===== src/core/agl_pkg.sv =====
// constants shared by the automatic gain loop design
package agl_pkg;

    // datapath widths
    localparam int ADC_W = 12;
    localparam int DET_W = 9;
    localparam int MIX_W = 15;
    localparam int OUT_W = 22;
    localparam int INT_W = 11;
    localparam int RAM_W = 8;
    localparam int RAM_DEPTH = 32;
    localparam int RAM_AW = 5;
    localparam int GAIN_W = 3;
    localparam int DLY_W = 5;
    localparam int DLY_DEPTH = 32;
    localparam int CHANNELS = 2;

    // detector comb: decimation and growth of two stages
    localparam int DEC_RATIO = 8;
    localparam int DEC_W = 3;
    localparam int CIC_W = 15;
    localparam int CIC_SHIFT = 6;
    localparam int SUM_W = 13;

    // apb register byte offsets
    localparam logic [7:0] OFS_CTRL = 8'h00;
    localparam logic [7:0] OFS_CTRL2 = 8'h04;
    localparam logic [7:0] OFS_IC_A = 8'h08;
    localparam logic [7:0] OFS_IC_B = 8'h0C;
    localparam logic [7:0] OFS_RB_A = 8'h10;
    localparam logic [7:0] OFS_RB_B = 8'h14;
    localparam logic [7:0] OFS_TABLE = 8'h80;

    // field positions
    localparam int CTRL_INH_BIT = 0;
    localparam int CTRL_HOLD_BIT = 3;
    localparam int CTRL_LG_LSB = 4;
    localparam int CTRL2_ORD_LSB = 0;
    localparam int CTRL2_DLY_LSB = 2;

    // reset values
    localparam logic INH_RST = 1'b0;
    localparam logic HOLD_RST = 1'b0;
    localparam logic [1:0] LG_RST = 2'h0;
    localparam logic [1:0] ORD_RST = 2'h0;
    localparam logic [4:0] DLY_RST = 5'h00;
    localparam logic [7:0] IC_RST = 8'h00;
    localparam logic [2:0] EXP_UNITY = 3'h7;

endpackage


===== src/core/agl_loop.sv =====
// automatic gain loop for two receiver channels with apb registers
//
// Our own choices: the APB slave port and the register offsets.
`timescale 1ns/1ps
//
// Behaviour
// - per channel three gain bits plus strobe
// - strobe when gain word changes
// - channel strobes are independent
// - strobes asserted during master reset, sync-in
// - absolute value, two-stage comb, decimate eight
// - comb order 1 or 2 narrows bandwidth
// - nine-bit level to five-bit float code
// - exponent is leading-one position minus one
// - mantissa is two bits below leading one
// - float code addresses 32x8 software table
// - two-bit loop gain shifts table output
// - shifted error added into 11-bit integrator
// - integrator loads from own initial register
// - integrator top eight bits readable
// - integrator top three bits are gain
// - integrator saturates at zero and maximum
// - exponent is inverse of gain word
// - fixed gain drives inverted initial msbs
// - exponent routed unless inhibit set
// - exponent delayed to match analog step
// - mixer placed in 22-bit field by exponent
module agl_loop
    import agl_pkg::*;
(
    // clock and reset
    input wire logic ref_clk,
    input wire logic rst,
    // apb slave
    input wire logic psel,
    input wire logic penable,
    input wire logic pwrite,
    input wire logic [7:0] paddr,
    input wire logic [31:0] pwdata,
    output logic [31:0] prdata,
    output logic pready,
    output logic pslverr,
    // device control pins
    input wire logic master_reset_n,
    input wire logic sync_in_n,
    // converter samples and mixer outputs
    input wire logic [ADC_W-1:0] adc_a,
    input wire logic [ADC_W-1:0] adc_b,
    input wire logic [MIX_W-1:0] mixer_a,
    input wire logic [MIX_W-1:0] mixer_b,
    // amplifier interface
    output logic [GAIN_W-1:0] analog_gain_word_a,
    output logic [GAIN_W-1:0] analog_gain_word_b,
    output logic gain_latch_strobe_a,
    output logic gain_latch_strobe_b,
    // digital gain compensation
    output logic [GAIN_W-1:0] digital_gain_exponent_a,
    output logic [GAIN_W-1:0] digital_gain_exponent_b,
    output logic [OUT_W-1:0] comp_out_a,
    output logic [OUT_W-1:0] comp_out_b
);

    ////////////////////////////////////////////////////////////////////
    // declarations

    logic mr;
    logic si;
    logic exponent_inhibit;
    logic hold_initial_condition;
    logic [1:0] loop_gain_shift;
    logic [1:0] detector_comb_order;
    logic [DLY_W-1:0] compensation_delay;
    logic [RAM_W-1:0] integrator_init [0:CHANNELS-1];
    logic [RAM_W-1:0] gain_table [0:RAM_DEPTH-1];
    logic [DEC_W-1:0] dec_cnt;
    logic dec_tick;
    logic upd_tick;
    logic wr_en;
    logic setup;
    logic [31:0] next_rdata;
    logic next_err;
    logic [ADC_W-1:0] adc_in [0:CHANNELS-1];
    logic [MIX_W-1:0] mix_in [0:CHANNELS-1];
    logic [INT_W-1:0] integ [0:CHANNELS-1];
    logic [GAIN_W-1:0] gain_q [0:CHANNELS-1];
    logic strobe_q [0:CHANNELS-1];
    logic [GAIN_W-1:0] exp_q [0:CHANNELS-1];
    logic [OUT_W-1:0] comp_q [0:CHANNELS-1];

    assign mr = ~master_reset_n;
    assign si = ~sync_in_n;
    assign adc_in[0] = adc_a;
    assign adc_in[1] = adc_b;
    assign mix_in[0] = mixer_a;
    assign mix_in[1] = mixer_b;
    assign dec_tick = (dec_cnt == DEC_W'(DEC_RATIO - 1));
    assign setup = psel & ~penable;
    assign wr_en = psel & penable & pready & pwrite;

    // float conversion: exponent from leading one, mantissa below it
    function automatic logic [RAM_AW-1:0] to_float(
        input logic [DET_W-1:0] lvl
    );
        logic [RAM_AW-1:0] code;
        code = {3'h0, lvl[1:0]};
        for (int k = 2; k < DET_W; k++)
        begin
            if (lvl[k])
            begin
                code = {3'(k - 1), lvl[k-1 -: 2]};
            end
        end
        return code;
    endfunction

    ////////////////////////////////////////////////////////////////////
    // apb slave: no wait cycles; read data comes from a flip-flop loaded in setup

    // ready is raised in the access phase that follows each setup
    always_ff @(posedge ref_clk or posedge rst)
    begin
        if (rst)
        begin
            pready <= 1'b0;
            prdata <= 32'h0000_0000;
            pslverr <= 1'b0;
        end
        else
        begin
            pready <= setup;
            if (setup)
            begin
                prdata <= pwrite ? 32'h0000_0000 : next_rdata;
                pslverr <= next_err;
            end
            else
            begin
                pslverr <= 1'b0;
            end
        end
    end

    // read decode; unmapped addresses read zero and flag an error
    always_comb
    begin
        next_rdata = 32'h0000_0000;
        next_err = 1'b0;
        if (paddr[7])
        begin
            next_rdata = {24'h0, gain_table[paddr[6:2]]};
        end
        else
        begin
            unique case (paddr)
                OFS_CTRL:
                begin
                    next_rdata[CTRL_INH_BIT] = exponent_inhibit;
                    next_rdata[CTRL_HOLD_BIT] = hold_initial_condition;
                    next_rdata[CTRL_LG_LSB +: 2] = loop_gain_shift;
                end
                OFS_CTRL2:
                begin
                    next_rdata[CTRL2_ORD_LSB +: 2] = detector_comb_order;
                    next_rdata[CTRL2_DLY_LSB +: DLY_W] = compensation_delay;
                end
                OFS_IC_A: next_rdata = {24'h0, integrator_init[0]};
                OFS_IC_B: next_rdata = {24'h0, integrator_init[1]};
                OFS_RB_A: next_rdata = {24'h0, integ[0][INT_W-1 -: 8]};
                OFS_RB_B: next_rdata = {24'h0, integ[1][INT_W-1 -: 8]};
                default: next_err = 1'b1;
            endcase
        end
        if (paddr[1:0] != 2'h0)
        begin
            next_err = 1'b1;
        end
    end

    // control registers; master reset restores the defaults
    always_ff @(posedge ref_clk or posedge rst)
    begin
        if (rst)
        begin
            exponent_inhibit <= INH_RST;
            hold_initial_condition <= HOLD_RST;
            loop_gain_shift <= LG_RST;
            detector_comb_order <= ORD_RST;
            compensation_delay <= DLY_RST;
            integrator_init[0] <= IC_RST;
            integrator_init[1] <= IC_RST;
        end
        else if (mr)
        begin
            exponent_inhibit <= INH_RST;
            hold_initial_condition <= HOLD_RST;
            loop_gain_shift <= LG_RST;
            detector_comb_order <= ORD_RST;
            compensation_delay <= DLY_RST;
            integrator_init[0] <= IC_RST;
            integrator_init[1] <= IC_RST;
        end
        else if (wr_en)
        begin
            unique case (paddr)
                OFS_CTRL:
                begin
                    exponent_inhibit <= pwdata[CTRL_INH_BIT];
                    hold_initial_condition <= pwdata[CTRL_HOLD_BIT];
                    loop_gain_shift <= pwdata[CTRL_LG_LSB +: 2];
                end
                OFS_CTRL2:
                begin
                    detector_comb_order <= pwdata[CTRL2_ORD_LSB +: 2];
                    compensation_delay <= pwdata[CTRL2_DLY_LSB +: DLY_W];
                end
                OFS_IC_A: integrator_init[0] <= pwdata[7:0];
                OFS_IC_B: integrator_init[1] <= pwdata[7:0];
                default: ;
            endcase
        end
    end

    // lookup table, written by software only, no reset needed for data
    always_ff @(posedge ref_clk)
    begin
        if (wr_en && paddr[7] && paddr[1:0] == 2'h0)
        begin
            gain_table[paddr[6:2]] <= pwdata[RAM_W-1:0];
        end
    end

    ////////////////////////////////////////////////////////////////////
    // shared decimation timing

    // sync-in realigns the decimation phase of both detectors
    always_ff @(posedge ref_clk or posedge rst)
    begin
        if (rst)
        begin
            dec_cnt <= '0;
            upd_tick <= 1'b0;
        end
        else if (mr | si)
        begin
            dec_cnt <= '0;
            upd_tick <= 1'b0;
        end
        else
        begin
            dec_cnt <= dec_cnt + 1'b1;
            upd_tick <= dec_tick;
        end
    end

    ////////////////////////////////////////////////////////////////////
    // per channel detector, integrator, amplifier and compensation

    for (genvar ch = 0; ch < CHANNELS; ch++)
    begin : g_ch
        logic [ADC_W-1:0] mag;
        logic [DET_W-1:0] det_in;
        logic [CIC_W-1:0] acc1;
        logic [CIC_W-1:0] acc2;
        logic [CIC_W-1:0] dly1;
        logic [CIC_W-1:0] dly2;
        logic [CIC_W-1:0] next_c1;
        logic [CIC_W-1:0] next_c2;
        logic [DET_W-1:0] lvl0;
        logic [DET_W-1:0] lvl1;
        logic [DET_W-1:0] lvl2;
        logic [DET_W-1:0] next_lvl0;
        logic [DET_W-1:0] next_lvl1;
        logic [DET_W-1:0] next_lvl2;
        logic [DET_W-1:0] detector_level;
        logic [RAM_AW-1:0] code;
        logic [SUM_W-1:0] err;
        logic [SUM_W-1:0] next_sum;
        logic [GAIN_W-1:0] next_gain;
        logic [GAIN_W-1:0] exp_sr [0:DLY_DEPTH-1];
        logic [GAIN_W-1:0] exp_tap;
        logic [OUT_W-1:0] mix_ext;

        // magnitude folded to nine bits; the lone most negative code
        // saturates instead of wrapping to zero
        assign mag = adc_in[ch][ADC_W-1] ? -adc_in[ch] : adc_in[ch];
        assign det_in = mag[ADC_W-1] ? '1 : mag[ADC_W-2:2];

        // comb differences; modular wrap of the integrators cancels here
        assign next_c1 = acc2 - dly1;
        assign next_c2 = next_c1 - dly2;
        assign next_lvl0 = next_c2[CIC_W-1:CIC_SHIFT];
        // extra averaging of decimated levels narrows the detector
        assign next_lvl1 = DET_W'(({1'b0, next_lvl0} + lvl0) >> 1);
        assign next_lvl2 = DET_W'(({1'b0, next_lvl1} + lvl1) >> 1);

        // two integrators at the clock rate, combs at one eighth
        always_ff @(posedge ref_clk or posedge rst)
        begin
            if (rst)
            begin
                acc1 <= '0;
                acc2 <= '0;
                dly1 <= '0;
                dly2 <= '0;
                lvl0 <= '0;
                lvl1 <= '0;
                lvl2 <= '0;
            end
            else if (mr | si)
            begin
                acc1 <= '0;
                acc2 <= '0;
                dly1 <= '0;
                dly2 <= '0;
                lvl0 <= '0;
                lvl1 <= '0;
                lvl2 <= '0;
            end
            else
            begin
                acc1 <= acc1 + CIC_W'(det_in);
                acc2 <= acc2 + acc1;
                if (dec_tick)
                begin
                    dly1 <= acc2;
                    dly2 <= next_c1;
                    lvl0 <= next_lvl0;
                    lvl1 <= next_lvl1;
                    lvl2 <= next_lvl2;
                end
            end
        end

        // comb order select: 0 default, 1 and 2 successively narrower
        always_comb
        begin
            unique case (detector_comb_order)
                2'h0: detector_level = lvl0;
                2'h1: detector_level = lvl1;
                default: detector_level = lvl2;
            endcase
        end

        // table lookup, sign extension and loop gain shift
        assign code = to_float(detector_level);
        assign err = SUM_W'($signed(gain_table[code])) << loop_gain_shift;
        assign next_sum = SUM_W'({2'h0, integ[ch]}) + err;

        // integrator: hold reloads, otherwise one step per decimated level
        always_ff @(posedge ref_clk or posedge rst)
        begin
            if (rst)
            begin
                integ[ch] <= '0;
            end
            else if (hold_initial_condition | mr)
            begin
                // top bits inverted so the amplifier sees the inverse
                integ[ch] <= {~integrator_init[ch][7:5],
                    integrator_init[ch][4:0], 3'h0};
            end
            else if (upd_tick)
            begin
                if (next_sum[SUM_W-1])
                begin
                    integ[ch] <= '0;
                end
                else if (next_sum[SUM_W-2:INT_W] != '0)
                begin
                    integ[ch] <= '1;
                end
                else
                begin
                    integ[ch] <= next_sum[INT_W-1:0];
                end
            end
        end

        assign next_gain = integ[ch][INT_W-1 -: GAIN_W];

        // strobe on a change of this channel's own word, and during master reset or sync-in
        always_ff @(posedge ref_clk or posedge rst)
        begin
            if (rst)
            begin
                gain_q[ch] <= '0;
                strobe_q[ch] <= 1'b1;
            end
            else
            begin
                gain_q[ch] <= next_gain;
                strobe_q[ch] <= mr | si | (next_gain != gain_q[ch]);
            end
        end

        // exponent delay line; tap 0 bypasses the line entirely
        always_ff @(posedge ref_clk or posedge rst)
        begin
            if (rst)
            begin
                for (int i = 0; i < DLY_DEPTH; i++)
                begin
                    exp_sr[i] <= EXP_UNITY;
                end
            end
            else
            begin
                exp_sr[0] <= ~gain_q[ch];
                for (int i = 1; i < DLY_DEPTH; i++)
                begin
                    exp_sr[i] <= exp_sr[i-1];
                end
            end
        end

        assign exp_tap = (compensation_delay == '0) ? ~gain_q[ch] :
            exp_sr[compensation_delay - 1'b1];
        assign mix_ext = OUT_W'($signed(mix_in[ch]));

        // compensation: inhibit pins the exponent at unity
        always_ff @(posedge ref_clk or posedge rst)
        begin
            if (rst)
            begin
                exp_q[ch] <= EXP_UNITY;
                comp_q[ch] <= '0;
            end
            else
            begin
                exp_q[ch] <= exponent_inhibit ? EXP_UNITY : exp_tap;
                comp_q[ch] <= mix_ext << exp_q[ch];
            end
        end
    end

    ////////////////////////////////////////////////////////////////////
    // outputs, all taken from flip-flops

    assign analog_gain_word_a = gain_q[0];
    assign analog_gain_word_b = gain_q[1];
    assign gain_latch_strobe_a = strobe_q[0];
    assign gain_latch_strobe_b = strobe_q[1];
    assign digital_gain_exponent_a = exp_q[0];
    assign digital_gain_exponent_b = exp_q[1];
    assign comp_out_a = comp_q[0];
    assign comp_out_b = comp_q[1];

endmodule


===== config.mk =====
export PLATFORM = sky130hd
export DESIGN_NAME = agl_loop
export DESIGN_NICKNAME = d
export VERILOG_FILES = /design/src/core/agl_pkg.sv /design/src/core/agl_loop.sv
export SDC_FILE = /design/constraint.sdc
export NUM_CORES = 2
export LEC_CHECK = 0
export ABC_AREA = 1
export BUFFER_PORTS_ARGS = -buffer_cell sky130_fd_sc_hd__buf_2
export CORE_AREA = 2 2 275 277
export DETAILED_ROUTE_END_ITERATION = 16
export DIE_AREA = 0 0 277 279
export PLACE_DENSITY_LB_ADDON = 0.1
export RECOVER_POWER = 50
export SYNTH_ARGS = -nofsm -noshare
export SYNTH_HDL_FRONTEND = slang
export SYNTH_SLANG_ARGS = --single-unit

===== constraint.sdc =====
create_clock -name ref_clk -period 15.11 [get_ports ref_clk]
set_clock_uncertainty 0.05 [all_clocks]
set_input_delay 1.511 -clock ref_clk [delete_from_list [all_inputs] [get_ports ref_clk]]
set_output_delay 1.511 -clock ref_clk [all_outputs]
set_load 0.05 [all_outputs]

# Word level (Yosys, flattened, before mapping)

Memories as Yosys holds them, arrays and structs flattened.
Index checks and enable logic that the tools add are counted.

Bitwise logic cells: 16
$lt $le $gt $ge: 1
Reductions and logical operators: 14
Equal/unequal tests: 14
$add $sub $neg: 18
Shift-type cells: 4
Multiplexer cells: 96

Operators by type and width:

| operator                                                              | count |
|---|---|
| 15-bit 2-to-1 mux                                                     | 12 |
| 9-bit 2-to-1 mux                                                      | 14 |
| 11-bit 2-to-1 mux                                                     | 8 |
| 5-bit 2-to-1 mux                                                      | 15 |
| 32-bit 2-to-1 mux                                                     | 2 |
| 15-bit subtractor                                                     | 4 |
| 22-bit by 3-bit << shifter with 22-bit output                         | 2 |
| 9-bit by 9-bit adder with 10-bit output                               | 4 |
| 9-bit case mux with 2 select lines                                    | 2 |
| 3-bit 2-to-1 mux                                                      | 11 |
| 16-bit 2-to-1 mux                                                     | 2 |
| 15-bit adder                                                          | 2 |
| 15-bit by 9-bit adder with 15-bit output                              | 2 |
| 3-bit binary-select mux with 5-bit select                             | 2 |
| 11-bit by 13-bit adder with 13-bit output                             | 2 |
| 13-bit by 2-bit << shifter with 13-bit output                         | 2 |
| 12-bit 2-to-1 mux                                                     | 2 |
| 12-bit negator                                                        | 2 |
| 3-bit case mux with 6 select lines                                    | 1 |
| 8-bit by 4-bit equality test with 1-bit output, second input constant | 2 |
| 8-bit by 5-bit equality test with 1-bit output, second input constant | 2 |
| 8-bit 2-to-1 mux                                                      | 2 |
| 1-bit 2-to-1 mux                                                      | 13 |
| 2-bit 2-to-1 mux                                                      | 6 |
| other kinds (24)                                                      | 47 |

Input bits: 101
Memories kept: 1
Logic and storage cells: 264
Memory bits (writable): 256
Flip-flop bits (word level): 511
Output and inout port bits: 92

Memories:

| memory     | depth | bits a word | rd ports | clocked after memory_dff | wr ports | RTL line       | source |
|---|---|---|---|---|---|---|---|
| gain_table | 32    | 8           | 3        | 0                        | 1        | agl_loop.sv:74 | `logic [RAM_W-1:0] gain_table [0:RAM_DEPTH-1];` |

# Logic depth before layout (Yosys ltp)

An unclocked memory read counts as a cell.

Word-level depth: 16
Mapped depth: 41
Mapped depth without buffers: 40

# Worst setup path after synthesis

Ideal clock, no wire load.

Path type: register to register
Start point: reg g_ch[1].acc2[0]
End point: reg g_ch[1].lvl2[7]
Stages on the path, launching flop included: 38
Clock period less this slack: 5.316 ns
Setup time: 0.133 ns
Setup slack: 9.794 ns
Path buffers: 0
Data arrival time: 5.133 ns
Required time: 14.927 ns
Path through: dfrtp_1 inv_1 ha_1 fa_1 nand3b_1 and2_1 inv_1 a21oi_1 o21bai_1 xor2_1 inv_1 ha_1 nand2_1 nor2_1 nand2_1 o211ai_1 nand2_1 nand2_1 [... 2 more ...] a21oi_1 o21ai_0 xor2_1 inv_1 ha_1 a21oi_1 nand2_1 or2_2 nand2_1 inv_1 ha_1 a21oi_1 nor2_1 nor2_1 inv_1 a21oi_1 xor2_1 o31ai_1

Word-level cells in the longest chain between the ends: 6

Ends and longest elaborated chain:

| element                                 | RTL line        | source |
|---|---|---|
| start: declaration                      | agl_loop.sv:263 | `logic [CIC_W-1:0] acc2;` |
| start signal: assignment                | agl_loop.sv:322 | `acc2 <= acc2 + acc1;` |
| 15-bit subtractor                       | agl_loop.sv:289 | `assign next_c1 = acc2 - dly1;` |
| 15-bit subtractor                       | agl_loop.sv:290 | `assign next_c2 = next_c1 - dly2;` |
| 9-bit by 9-bit adder with 10-bit output | agl_loop.sv:293 | `assign next_lvl1 = DET_W'(({1'b0, next_lvl0} + lvl0) >> 1);` |
| 9-bit by 9-bit adder with 10-bit output | agl_loop.sv:294 | `assign next_lvl2 = DET_W'(({1'b0, next_lvl1} + lvl1) >> 1);` |
| 9-bit 2-to-1 mux                        | agl_loop.sv:323 | `if (dec_tick)` |
| 9-bit 2-to-1 mux                        | agl_loop.sv:309 | `else if (mr \| si)` |
| end signal: assignment                  | agl_loop.sv:329 | `lvl2 <= next_lvl2;` |
| end: declaration                        | agl_loop.sv:270 | `logic [DET_W-1:0] lvl2;` |

No other way between the ends. The select of a mux whose other input is x is not followed.
A chain may end at the register's enable or synchronous reset.

# Worst setup path after layout

Start point: reg detector_comb_order[1]
End point: reg integ, in the netlist g_ch[1].next_gain[2]

Word-level cells in the longest chain between the ends: 16
Elaborated cells between the ends (all ways): 17
Those cells by class: add/sub (1); eq/ne (1); shift (1); mux (12); reduce/logical (1); memory (1)

Ends and longest elaborated chain:

| element                                                                                  | RTL line        | source |
|---|---|---|
| start: declaration                                                                       | agl_loop.sv:71  | `logic [1:0] detector_comb_order;` |
| start signal: assignment                                                                 | agl_loop.sv:213 | `detector_comb_order <= pwdata[CTRL2_ORD_LSB +: 2];` |
| 2-bit by 1-bit equality test with 1-bit output / 2-bit zero test (equally long branches) | agl_loop.sv:337 | `unique case (detector_comb_order)` |
| 9-bit case mux with 2 select lines (*)                                                   | agl_loop.sv:337 |  |
| 3-bit 2-to-1 mux                                                                         | agl_loop.sv:108 | `if (lvl[k])` |
| 5-bit 2-to-1 mux (5 in series)                                                           | agl_loop.sv:108 |  |
| 5-bit 2-to-1 mux (*)                                                                     | agl_loop.sv:108 |  |
| memory read 32 x 8 bit (*)                                                               | -               |  |
| 13-bit by 2-bit << shifter with 13-bit output (*)                                        | agl_loop.sv:346 | `assign err = SUM_W'($signed(gain_table[code])) << loop_gain_shift;` |
| 11-bit by 13-bit adder with 13-bit output (*)                                            | agl_loop.sv:347 | `assign next_sum = SUM_W'({2'h0, integ[ch]}) + err;` |
| 11-bit 2-to-1 mux                                                                        | agl_loop.sv:368 | `else if (next_sum[SUM_W-2:INT_W] != '0)` |
| 11-bit 2-to-1 mux (*)                                                                    | agl_loop.sv:364 | `if (next_sum[SUM_W-1])` |
| 11-bit 2-to-1 mux (*)                                                                    | agl_loop.sv:362 | `else if (upd_tick)` |
| 11-bit 2-to-1 mux (*)                                                                    | agl_loop.sv:356 | `else if (hold_initial_condition \| mr)` |
| end signal: indexed assignment                                                           | agl_loop.sv:359 | `integ[ch] <= {~integrator_init[ch][7:5],` |
| end signal: indexed assignment                                                           | agl_loop.sv:374 | `integ[ch] <= next_sum[INT_W-1:0];` |
| end: declaration                                                                         | agl_loop.sv:84  | `logic [INT_W-1:0] integ [0:CHANNELS-1];` |

Mark *: on every way between the ends. The rest lies on a longest branch, timed or not. The select of a mux whose other input is x is not followed.

==> impl_metrics.yaml <==
status:
  run_status: "finished, violations left"
  violations_in_the_final_reports: "max-capacitance violations, max-slew violations"
critical_path:
  critical_path.most_common_cell: "sky130_fd_sc_hd__nand2_1"
  timing.rr.end: "g_ch[1].next_gain[2]$_DFFE_PP0P_"
  critical_path_class: "flip-flop to flip-flop"
  critPathArrivalTime_ns: 8.41
  crit_path_end_kind: "flip-flop"
  reg2reg_setup_slack_ns: 7.23
  crit_path_start: "detector_comb_order[1]$_DFFE_PP0P_"
  critPathMaxStageDelay_ns: 0.91
  critical_path.reg2reg.startpoint: "detector_comb_order[1]$_DFFE_PP0P_"
  cpMaxStageDelayCell: "sky130_fd_sc_hd__dfrtp_1"
  crit_path_max_fanout: 108
  timing.critical_path.required_ns: 15.64
  timing.critical_path.from_type: "flip-flop"
  timing.reg2reg.worst_path_depth: 30
  cp-endpoint: "g_ch[1].next_gain[2]$_DFFE_PP0P_"
yosys:
  ys.warnings.count: 0
  synthesis.instances: 4773
  ys_top_cells_by_area: "sky130_fd_sc_hd__edfxtp_1 19%, sky130_fd_sc_hd__dfrtp_1 17%, sky130_fd_sc_hd__dfstp_2 13%, sky130_fd_sc_hd__nand2_1 8.8%, sky130_fd_sc_hd__nand3_1 6.1%"
  synth.largest_area_cell: "sky130_fd_sc_hd__edfxtp_1"
  ys.flop_type: "sky130_fd_sc_hd__dfrtp_1"
  ys_async_sr_fraction_pct: 65.5
  synth-seq-cells: 743
  synth_commonest_cells: "967 x sky130_fd_sc_hd__nand2_1, 506 x sky130_fd_sc_hd__nand3_1, 465 x sky130_fd_sc_hd__inv_1"
  synth_area_um2: 41300
  synth_edf_count: 256
  synth.lib_cells_used.distinct: 65
  synth_seq_area_share_pct: 48.7
  synth_top_cell_area_share_pct: 18.6
  synth_most_common_cell: "sky130_fd_sc_hd__nand2_1"
  post_synth.cell_area_avg_um2: 8.66
route:
  route.vias.total: 34900
  avgViaCountPerCell: 5.96
  routed_wire_length_per_instance_um: 20.1
  routed_wirelength_mm: 118
  drt_first_pass_iters: 9
  drt_first_iter_violations: 3623
  remaining_drc_errors: 0
  drtAntennaViolNets: 0
grt:
  globalRouteTotalUtil_pct: 30.2
  grt_max_degree: 155
  grt_pass1_wl_mm: 184
  first_global_vias: 33000
  antenna_found_initial: 3
  grt_remaining_overflow: 0
floorplan:
  design.die.area_um2: 77300
  design.portCount: 193
  effective_utilization_at_floorplan_pct: 55.8
  die_h_um: 279
  die_width_um: 277
  row_count: 100
  fp.coreArea_um2: 74100
layout:
  finish.utilization_pct: 61.3
  post_layout_nonfiller_instances: 5860
  finalNetCount: 5091
  drive_gt1_share_pct: 10.4
  area_growth_syn_to_layout_pct: 9.87
clock_tree:
  maximum_buffer_depth_of_the_clock_tree: 3
  ctsHoldBuffers: 0
  clock_buffers_created_by_tritoncts: 84
  clock_sinks: 743
  post_cts_repair_resize_count: 0
  ctsRootBufferMaster: "sky130_fd_sc_hd__clkbuf_16"
  tritoncts: "built"
  path_clk_slew_ns: 0.06
  clock_tree.htree_level_count: 3
  postCtsSetupRepairBufs: 0
  clk-insertion-delay-late_ns: 0.65
job:
  timing.max_cap.violations: 10
placement:
  gpl.final_weighted_congestion: 0.957
  post-place-cells: 5700
  place.port_buffers: 144
  dp_hpwl_mm: 75.5
power:
  net-switching-power_mw: 2.51
  pwr-share-comb_pct: 32.4
  p_int_mw: 4.14
  power.share.switching_pct: 37.8
  total_leakage_power_nw: 19.9
  seqPwrFrac_pct: 35.9
  ir_drop_v: 0.0000982
  clockPowerShare_pct: 31.8
  cellPowerDensity_nw_per_um2: 147
timing:
  hold_viol: 0
  setup_viol: 0
  grt_setup_unrepaired: "false"
  tns_ns: 0
  worst_slew_pin_slew_ns: 5.39
  tcrit_tclk_final_pct: 52.1
  fin_crit_ns: 7.88
  timing.fmax_mhz: 127
  timing.slew.headroom_pct: -261
  final-max-slew-violation-count: 429
min_path:
  min-delay-path-class: "flip-flop to flip-flop"
[registers in the layout, indices dropped and copies added, names as in the netlist, 5 cells and up]
signal / count
integrator_init: 16
g_ch.lvl0: 18
integ: 16
g_ch.dly2: 30
g_ch.lvl1: 18
g_ch.next_gain: 6
comp_out_a: 22
g_ch.dly1: 30
compensation_delay: 5
gain_table: 256
comp_out_b: 22
g_ch.lvl2: 18
prdata: 8
g_ch.acc1: 30
g_ch.acc2: 30
g_ch.exp_sr: 192
[cell usage in the layout (no fill, tap or decap), drive strengths merged, types with 9 or more instances in the layout]
cell and count:
nand2 988, nand3 514, inv 474, nor2 350, o21ai 347, dfrtp 287
edfxtp 256, a21oi 209, dfstp 200, buf 183, ha 161, o211ai 138
clkbuf 129, nor3 114, o221ai 68, xor2 66, o22ai 63, clkinv 41
a22oi 36, o32ai 33, xnor2 28, conb 24, o21bai 18, nand4 17
mux2i 17, o2111ai 13, fa 12, a22o 11, a31oi 11, nand3b 10
o31ai 9
[final cells by class]
cell class | count | area [um2]
repair buffers | 195 | 1100
flip-flops and latches | 743 | 20100
well taps | 969 | 1210
inverters | 482 | 1810
diodes | 2 | 5.00
clock buffers | 117 | 2450
clock inverters | 41 | 453
fillers | 6442 | 28700
multi-input cells | 3311 | 18300
[routing by layer]
metal,track usage (%),vias up,wire (um)
li1,-,16500,-
met1,42.0,16500,49600
met2,46.7,1581,52000
met3,6.10,307,11500
met4,11.7,4,4570
met5,0,-,23
[power groups by stage]
stage / Sequential, mW / Combinational (mW) / Clock (mW)
after floorplan: 2.61 / 1.39 / 0
after global placement: 2.43 / 2.08 / 0
after detailed placement: 2.43 / 2.11 / 0
after CTS: 2.40 / 2.12 / 2.15
after global routing: 2.41 / 2.36 / 2.23
final: 2.39 / 2.16 / 2.11
[worst min-delay path by stage]
stage / slack [ns] / depth (start not counted) / endpoint / start
2_1_floorplan: 0.30 / 0 / g_ch[0].exp_sr[15]$_DFF_PP1_ / g_ch[0].exp_sr[18]$_DFF_PP1_
6_report: 0.31 / 0 / g_ch[1].exp_sr[56]$_DFF_PP1_ / g_ch[1].exp_sr[59]$_DFF_PP1_
3_3_place_gp: 0.30 / 0 / g_ch[1].exp_sr[17]$_DFF_PP1_ / g_ch[1].exp_sr[20]$_DFF_PP1_
3_5_place_dp: 0.30 / 0 / g_ch[0].exp_sr[76]$_DFF_PP1_ / g_ch[0].exp_sr[79]$_DFF_PP1_
5_1_grt: 0.31 / 0 / g_ch[1].exp_sr[39]$_DFF_PP1_ / g_ch[1].exp_sr[42]$_DFF_PP1_
4_1_cts: 0.31 / 0 / g_ch[0].exp_sr[16]$_DFF_PP1_ / g_ch[0].exp_sr[19]$_DFF_PP1_
[worst max-delay path, delay by kind of cell (launching register included)]
family                   cells  cell delay, ns
AND/OR/NAND/NOR             18            3.58
adder cells (fa/ha/maj)      1            0.37
buffers and inverters        2            1.23
flip-flops                   1            0.91
AO/OA/AOI/OAI                9            1.44
[logic make-up (layout without fill, tap and decap cells)]
| kind of cell | Yosys count | in the layout | share of synthesized area (%) |
|---|---|---|---|
| buffers and inverters | 742 | 835 | 7.52 |
| DFF | 743 | 743 | 48.7 |
| xor gates and xnor gates | 94 | 94 | 1.99 |
| muxes | 17 | 17 | 0.412 |
| and+or+nand+nor | 2008 | 2008 | 20.8 |
| adders and majority gates | 173 | 173 | 5.45 |
| other | 1 | 26 | 0.00907 |
| AOI/OAI and AO/OA | 995 | 995 | 15.1 |
[metrics by stage]
step	hold WS, ns	total power, mW	area [um2]	setup slack [ns]
final	0.307	6.65	45400	7.23
after global routing	0.314	6.99	45400	6.76
after CTS	0.308	6.66	45400	7.48
after detailed placement	0.304	4.54	42500	7.50
after global placement	0.303	4.51	42500	7.56
after floorplan	0.302	4.00	41400	0.289
(Power assumes the default switching activity.)
